File: src/rtl/dub_pkg.sv
/*
 * shared constants for the debug unlock / breakpoint / runtime counter unit.
 * assumes a single system clock; no software-visible registers.
 */
package dub_pkg;
  localparam logic [7:0]  AUTOBAUD_BYTE = 8'h80;
  localparam logic [7:0]  KEY_BYTE0     = 8'heb;
  localparam logic [7:0]  KEY_BYTE1     = 8'h5a;
  localparam logic [7:0]  KEY_BYTE2     = 8'h70;
  localparam logic [7:0]  KEY_BYTE3     = 8'hcd;
  localparam logic [7:0]  BRK_OPCODE    = 8'h00;
  localparam logic [7:0]  DBG_ENTER_CMD = 8'h80;
  localparam int          RUNTIME_WIDTH = 16;
  localparam logic [15:0] RUNTIME_MAX   = 16'hffff;
  localparam logic [15:0] RUNTIME_RESET = 16'h0000;
  localparam int          RESET_WAIT_MS = 5;
  localparam int          CLK_HZ        = 20000000;
  localparam int          RESET_WAIT_CYC = RESET_WAIT_MS * (CLK_HZ / 1000);

  typedef enum logic [2:0] {
    DUB_UL_WAIT_AB = 3'b000,
    DUB_UL_KEY0    = 3'b001,
    DUB_UL_KEY1    = 3'b011,
    DUB_UL_KEY2    = 3'b010,
    DUB_UL_KEY3    = 3'b110,
    DUB_UL_ARMED   = 3'b111,
    DUB_UL_FAIL    = 3'b101
  } dub_unlock_t;

  function automatic logic [7:0] dub_key_byte(input dub_unlock_t s);
    case (s)
      DUB_UL_WAIT_AB: dub_key_byte = AUTOBAUD_BYTE;
      DUB_UL_KEY0:    dub_key_byte = KEY_BYTE0;
      DUB_UL_KEY1:    dub_key_byte = KEY_BYTE1;
      DUB_UL_KEY2:    dub_key_byte = KEY_BYTE2;
      DUB_UL_KEY3:    dub_key_byte = KEY_BYTE3;
      default:        dub_key_byte = 8'h00;
    endcase
  endfunction
endpackage

File: src/rtl/dub_debug_unit.sv
/*
 * debug unit: pin unlock sequence, breakpoint handling, runtime counter.
 * assumes an external serial front end delivers received debug bytes as
 * RX_VALID/RX_DATA strobes, and that the debug command decoder reports
 * debug-mode entry/exit requests as pulses. SYS_CLK 20 MHz, RST_B async.
 */
// Overview of operation
// - small package keeps the shared pin gpio unless unlocked in reset.
// - release after a good key gives the shared pin full debug function.
// - the breakpoint instruction is opcode 00h and its decode signals us.
// - with breakpoints enabled a breakpoint enters debug, idles the cpu.
// - with breakpoints disabled a breakpoint is a no-op, but drops an enter command in the same cycle.
// - a 16-bit runtime counter counts system clocks between breakpoints.
// - counter starts on debug exit, stops on entry or at ffffh, no wrap.
`timescale 1ns/1ns
module dub_debug_unit
  import dub_pkg::*;
#(
  parameter int RUN_W = RUNTIME_WIDTH
) (
  input  wire logic             SYS_CLK,
  input  wire logic             RST_B,
  input  wire logic             SMALL_PKG,
  input  wire logic             RESET_PIN_LOW,
  input  wire logic             RX_VALID,
  input  wire logic [7:0]       RX_DATA,
  input  wire logic             OPCODE_VALID,
  input  wire logic [7:0]       OPCODE,
  input  wire logic             BRK_ENABLE,
  input  wire logic             DBG_CMD_VALID,
  input  wire logic [7:0]       DBG_CMD_DATA,
  input  wire logic             DBG_EXIT,
  output logic                  DEBUG_PIN_EN,
  output logic                  DEBUG_MODE,
  output logic                  CPU_IDLE,
  output logic                  BRK_NOP,
  output logic [RUN_W-1:0]      RUNTIME_COUNT
);

  // key walk state and the pin that it unlocks
  dub_unlock_t            ul_q;
  dub_unlock_t            ul_d;
  logic                   pin_en_q;
  logic                   pin_en_d;

  // debug mode and the one-cycle no-op pulse
  logic                   dbg_q;
  logic                   dbg_d;
  logic                   nop_q;
  logic                   nop_d;

  // runtime counter
  logic                   run_q;
  logic                   run_d;
  logic [RUN_W-1:0]       cnt_q;
  logic [RUN_W-1:0]       cnt_d;

  // decoded events
  logic                   ul_listen;
  logic                   ul_byte_ok;
  logic                   brk_hit;
  logic                   brk_take;
  logic                   cmd_enter;
  logic                   exit_req;
  logic                   dbg_leave;
  logic                   cnt_full;

  // all ones at any width, so a wider counter still saturates
  localparam logic [RUN_W-1:0] CNT_TOP  = {RUN_W{1'b1}};
  localparam logic [RUN_W-1:0] CNT_ZERO = RUN_W'(RUNTIME_RESET);

  // next step of the key walk; anything off the usual path fails
  function automatic dub_unlock_t ul_next(input dub_unlock_t s);
    case (s)
      DUB_UL_WAIT_AB: begin
        ul_next = DUB_UL_KEY0;
      end
      DUB_UL_KEY0: begin
        ul_next = DUB_UL_KEY1;
      end
      DUB_UL_KEY1: begin
        ul_next = DUB_UL_KEY2;
      end
      DUB_UL_KEY2: begin
        ul_next = DUB_UL_KEY3;
      end
      DUB_UL_KEY3: begin
        ul_next = DUB_UL_ARMED;
      end
      default: begin
        ul_next = DUB_UL_FAIL;
      end
    endcase
  endfunction

  // unlock sequencer; only listens while the reset pin is held low.
  // armed and failed are sinks until the whole chip is reset
  assign ul_listen  = RESET_PIN_LOW && RX_VALID
                      && ul_q != DUB_UL_ARMED && ul_q != DUB_UL_FAIL;
  assign ul_byte_ok = RX_DATA == dub_key_byte(ul_q);

  always_comb begin
    ul_d = ul_q;
    if (ul_listen) begin
      if (ul_byte_ok) begin
        ul_d = ul_next(ul_q);
      end else begin
        ul_d = DUB_UL_FAIL;
      end
    end
  end

  always_ff @(posedge SYS_CLK or negedge RST_B) begin
    if (!RST_B) begin
      ul_q <= DUB_UL_WAIT_AB;
    end else begin
      ul_q <= ul_d;
    end
  end

  // pin function; a large package never needs the key
  always_comb begin
    pin_en_d = pin_en_q;
    if (RESET_PIN_LOW) begin
      pin_en_d = !SMALL_PKG;
    end else if (ul_q == DUB_UL_ARMED) begin
      // released after a full key: pin becomes the debug pin
      pin_en_d = 1'b1;
    end
  end

  always_ff @(posedge SYS_CLK or negedge RST_B) begin
    if (!RST_B) begin
      pin_en_q <= 1'b0;
    end else begin
      pin_en_q <= pin_en_d;
    end
  end

  // breakpoints only count outside debug mode
  assign brk_hit   = OPCODE_VALID && OPCODE == BRK_OPCODE;
  assign brk_take  = brk_hit && !dbg_q;
  assign cmd_enter = pin_en_q && DBG_CMD_VALID
                     && DBG_CMD_DATA == DBG_ENTER_CMD;
  assign exit_req  = DBG_EXIT && dbg_q;

  // priority: breakpoint, then command, then exit
  always_comb begin
    dbg_d = dbg_q;
    if (brk_take) begin
      if (BRK_ENABLE) begin
        dbg_d = 1'b1;
      end
    end else if (cmd_enter) begin
      dbg_d = 1'b1;
    end else if (exit_req) begin
      dbg_d = 1'b0;
    end
  end

  always_ff @(posedge SYS_CLK or negedge RST_B) begin
    if (!RST_B) begin
      dbg_q <= 1'b0;
    end else begin
      dbg_q <= dbg_d;
    end
  end

  // disabled breakpoint: one pulse, the cpu carries on
  always_comb begin
    nop_d = 1'b0;
    if (brk_take && !BRK_ENABLE) begin
      nop_d = 1'b1;
    end
  end

  always_ff @(posedge SYS_CLK or negedge RST_B) begin
    if (!RST_B) begin
      nop_q <= 1'b0;
    end else begin
      nop_q <= nop_d;
    end
  end

  // runtime counter; idle after reset until the first debug exit
  assign dbg_leave = dbg_q && !dbg_d;
  assign cnt_full  = cnt_q == CNT_TOP;

  always_comb begin
    run_d = run_q;
    if (dbg_leave) begin
      run_d = 1'b1;
    end else if (dbg_d) begin
      run_d = 1'b0;
    end else if (run_q && cnt_full) begin
      run_d = 1'b0;
    end
  end

  always_comb begin
    cnt_d = cnt_q;
    if (dbg_leave) begin
      // restart from zero so each reading spans one run
      cnt_d = CNT_ZERO;
    end else if (run_q && !dbg_d && !cnt_full) begin
      cnt_d = cnt_q + 1'b1;
    end
  end

  always_ff @(posedge SYS_CLK or negedge RST_B) begin
    if (!RST_B) begin
      run_q <= 1'b0;
      cnt_q <= CNT_ZERO;
    end else begin
      run_q <= run_d;
      cnt_q <= cnt_d;
    end
  end

  // outputs are plain copies of flip-flops
  always_comb begin
    DEBUG_PIN_EN  = pin_en_q;
    DEBUG_MODE    = dbg_q;
    CPU_IDLE      = dbg_q;
    BRK_NOP       = nop_q;
    RUNTIME_COUNT = cnt_q;
  end

endmodule

File: config.mk
export PLATFORM = sky130hd
export DESIGN_NAME = dub_debug_unit
export DESIGN_NICKNAME = d
export VERILOG_FILES = /design/src/rtl/dub_pkg.sv /design/src/rtl/dub_debug_unit.sv
export SDC_FILE = /design/constraint.sdc
export NUM_CORES = 1
export LEC_CHECK = 0
export BUFFER_PORTS_ARGS = -buffer_cell sky130_fd_sc_hd__buf_2
export CAP_MARGIN = 20
export CORE_ASPECT_RATIO = 0.75
export CORE_MARGIN = 3
export CORE_UTILIZATION = 45
export CTS_CLUSTER_DIAMETER = 60
export DETAILED_ROUTE_END_ITERATION = 16
export GPL_TIMING_DRIVEN = 0
export MAX_ROUTING_LAYER = met4
export PLACE_DENSITY = 0.76
export SETUP_SLACK_MARGIN = 0.3
export SLEW_MARGIN = 20
export SYNTH_ARGS = -nofsm -noshare
export SYNTH_HDL_FRONTEND = slang
export SYNTH_SLANG_ARGS = --single-unit
File: constraint.sdc
create_clock -name SYS_CLK -period 3.21 [get_ports SYS_CLK]
set_clock_uncertainty 0.1 [all_clocks]
set_input_delay 0.4815 -clock SYS_CLK [delete_from_list [all_inputs] [get_ports SYS_CLK]]
set_output_delay 0.4815 -clock SYS_CLK [all_outputs]
set_load 0.005 [all_outputs]
==> impl_summary.txt <==
----------------------------------------------------
[Floorplanning]
  Area of the core ... just over 3000 µm²
  Height of the chip ... 56.6 µm
  Initial core utilization ... roughly 50%
  DIE AREA ... 4150 µm²
  Chip width ... around 73 µm
  FP Rows ... 17
  Boundary Pins ... 53

[STA]
  Final clock period utilization by the worst path ... approximately three quarters
  Fin Hold WS ... ~0.085 ns
  Transition at the pin with the smallest max-transition slack ... 0.806 ns
  Total of endpoints with negative setup slack in the final report ... 0
  Highest clock frequency the design can meet ... slightly above 400 MHz
  TNS Setup ... 0 ns
  Unrepaired setup endpoints after global routing ... false
  Final Hold Vio Count ... 0
  Worst max-slew margin expressed relative to the limit ... around 46%
  Pins Over Slew Limit ... 0
  Minimum period implied by the final worst setup slack ... about 2.5 ns

[Synthesis]
  Count of warnings emitted by yosys ... 0
  Fraction of synthesis flops using an asynchronous set or reset pin ... 100%
  Number of synthesized register bits ... 23
  Synth Flop Type ... sky130_fd_sc_hd__dfrtp_1
  Syn Area/Cell ... 8.82 µm²
  Cell area after synthesis ... around 1500 µm²
  Post-synthesis cell type count ... 48
  Part of the Yosys area used for sequential elements ... between 30% and 40%
  Number of cells produced by synthesis ... about 170
  Number of synthesized flops with an enable pin ... 0
  Synth Net Count ... 208

[Setup path]
  Worst Path Class, Setup ... reg2reg
  Worst flop-to-flop path startpoint ... RUNTIME_COUNT[7]
  Element type at the critical path end ... register
  Worst Path Required ... 3.29 ns
  Arrival time at the worst endpoint ... around 2.6 ns
  Maximum fanout count along the critical path ... 10
  Crit path launch ... RUNTIME_COUNT[7]
  Category of the worst setup path launch point ... register

[Min path]
  Worst min-delay path class ... in2async

[Finish]
  Share of cells above drive strength 1 ... ~30%
  P&R area growth vs syn ... 23.0%
  Top library cells by usage in the layout, fill and taps aside ... 55 x sky130_fd_sc_hd__buf_2, 23 x sky130_fd_sc_hd__dfrtp_1, 15 x sky130_fd_sc_hd__nand2_1
  Inserted Diodes ... 0
  Net total in the final layout ... 265
  Final Core Density ... between 60% and 70%
  Commonest non-fill, non-tap cell in the layout ... sky130_fd_sc_hd__buf_2

[GRT]
  Number of antenna violations at the first check in global routing ... 0
  Aggregate global routing overflow ... 0
  Largest net degree at the start of global routing ... 24
  Vias in the first global route ... 1466
  Overall fraction of global-route tracks in use ... 20.3%
  First-pass GRT wire length ... 6690 µm

[Clock network]
  Maximum buffer depth of the clock tree ... 2
  CTS tree ... yes
  TritonCTS Buffers ... 3
  Clock root buffer ... sky130_fd_sc_hd__clkbuf_8
  H-Tree Depth ... 1
  Clock-pin slew reported for the worst setup and hold paths after clock tree synthesis ... around 0.080 ns
  Insertion delay to the later sink of the worst-skew pair ... roughly 0.26 ns
  Cts-stage hold buffer count ... 0
  # Post-CTS Setup Buffers ... 0
  Resized cells post-CTS ... 0
  Number of clock sinks ... 23

[Pwr]
  Power density over the cells ... 389 nW/µm²
  Worst vdd ir ... roughly 230 µV
  Total power consumption of the routed design ... ~730 µW
  LEAKAGE ... 0.000806 µW

[Drt]
  Total number of vias ... between 1500 and 2000
  DR pass1 iterations ... 6
  Detail Route Antenna Nets ... 0
  Violation count after the first detailed-routing iteration ... ~110
  Vias per cell ... 6.28
  Residual DRC count ... 0
  Wire per inst ... around 15 µm
  Wire length after detailed routing ... ~4000 µm

[Place]
  Final estimated routing congestion in global placement ... 0.902
  Final HPWL DP ... a little over 3000 µm
  Count of port buffers added during placement ... 52

[Status]
  Result of the run ... completed

[Flow run]
  Maximum capacitance violations ... 0

----------------------------------------------------
through the flow:
stage          instance area (µm²)  instances  worst slack, ns
6_report                      1890        268            0.738
5_1_grt                       1890        268            0.480
4_1_cts                       1890        268            0.820
3_5_place_dp                  1840        264            0.729
3_3_place_gp                  1840        264            0.754
2_1_floorplan                 1530        174             1.04
cells by family (layout without fill, tap and decap cells):
family / after synthesis / after routing / synth area share (%)
simple gates: 79 / 79 / 30.7
compound gates: 50 / 50 / 22.7
flops: 23 / 23 / 37.5
buf+inv: 17 / 73 / 5.63
xor+xnor: 2 / 2 / 1.14
mux: 2 / 2 / 1.55
fa+ha+maj: 1 / 1 / 0.816
state kept, by name (all words and copies together), names as in the netlist:
signal and count:
BRK_NOP 1, CPU_IDLE 1, DEBUG_PIN_EN 1, RUNTIME_COUNT 16, run_q 1, ul_q 3
cells in the mapped netlist, types with 3 or more instances:
| library cell | count | area share [%] |
|---|---|---|
| sky130_fd_sc_hd__nor4_1 | 4 | 1.6 |
| sky130_fd_sc_hd__and3_1 | 5 | 2.0 |
| sky130_fd_sc_hd__buf_2 | 3 | 0.98 |
| sky130_fd_sc_hd__a21oi_1 | 13 | 4.2 |
| sky130_fd_sc_hd__dfrtp_1 | 23 | 38 |
| sky130_fd_sc_hd__a2111oi_0 | 3 | 1.7 |
| sky130_fd_sc_hd__o32ai_1 | 3 | 1.7 |
| sky130_fd_sc_hd__or4_1 | 12 | 5.9 |
| sky130_fd_sc_hd__nand2b_1 | 5 | 2.0 |
| sky130_fd_sc_hd__nor2_1 | 7 | 1.7 |
| sky130_fd_sc_hd__o31ai_1 | 11 | 5.4 |
| sky130_fd_sc_hd__nand4_1 | 4 | 1.6 |
| sky130_fd_sc_hd__clkbuf_1 | 4 | 0.98 |
| sky130_fd_sc_hd__inv_1 | 6 | 1.5 |
| sky130_fd_sc_hd__a211oi_1 | 3 | 1.5 |
| sky130_fd_sc_hd__o21ai_0 | 4 | 1.3 |
| sky130_fd_sc_hd__nand3_1 | 11 | 3.6 |
| sky130_fd_sc_hd__nand2_1 | 15 | 3.7 |
where the power goes:
group / switching [µW] / leakage, µW / internal, µW
Clock: 87.2 / 0.0000228 / 88.4
Combinational: 104 / 0.000508 / 89.4
Sequential: 44.1 / 0.000275 / 321
routing by layer:
layer	wire length (µm)	GRT usage (%)	vias to the layer above
met1	1930	29.7	801
li1	-	-	804
met3	311	4.47	5
met2	1700	29.4	72
met4	18	3.10	0
met5	0	-	-
worst paths after layout:
kind / endpoint / slack (ns) / depth (start not counted)
worst min-delay path: RUNTIME_COUNT[13] / 0.08 / 1
max in group asynchronous: RUNTIME_COUNT[7] / 2.56 / 1
worst max register to register: RUNTIME_COUNT[0] / 0.74 / 7
min in group SYS_CLK: BRK_NOP / 0.31 / 2
worst max-delay path: RUNTIME_COUNT[0] / 0.74 / 7
worst min register to register: DEBUG_PIN_EN / 0.44 / 1
worst max-delay path: stages, from the launching register on:
cell and delay [ns]:
sky130_fd_sc_hd__dfrtp_1 0.47, sky130_fd_sc_hd__and4_1 0.30, sky130_fd_sc_hd__nand3_1 0.17, sky130_fd_sc_hd__o21ai_1 0.51, sky130_fd_sc_hd__buf_2 0.32, sky130_fd_sc_hd__buf_2 0.26, sky130_fd_sc_hd__o21ai_0 0.10, sky130_fd_sc_hd__a21oi_1 0.15
cell type report:
class | count | area (µm²)
fill | 274 | 1220
multi-input combinational | 134 | 872
sequential | 23 | 576
timing repair buffer | 52 | 260
buffer | 10 | 60.1
tap | 38 | 47.5
clock buffer | 4 | 45.0
inverter | 7 | 26.3
Power figures use the tool's default switching activity.
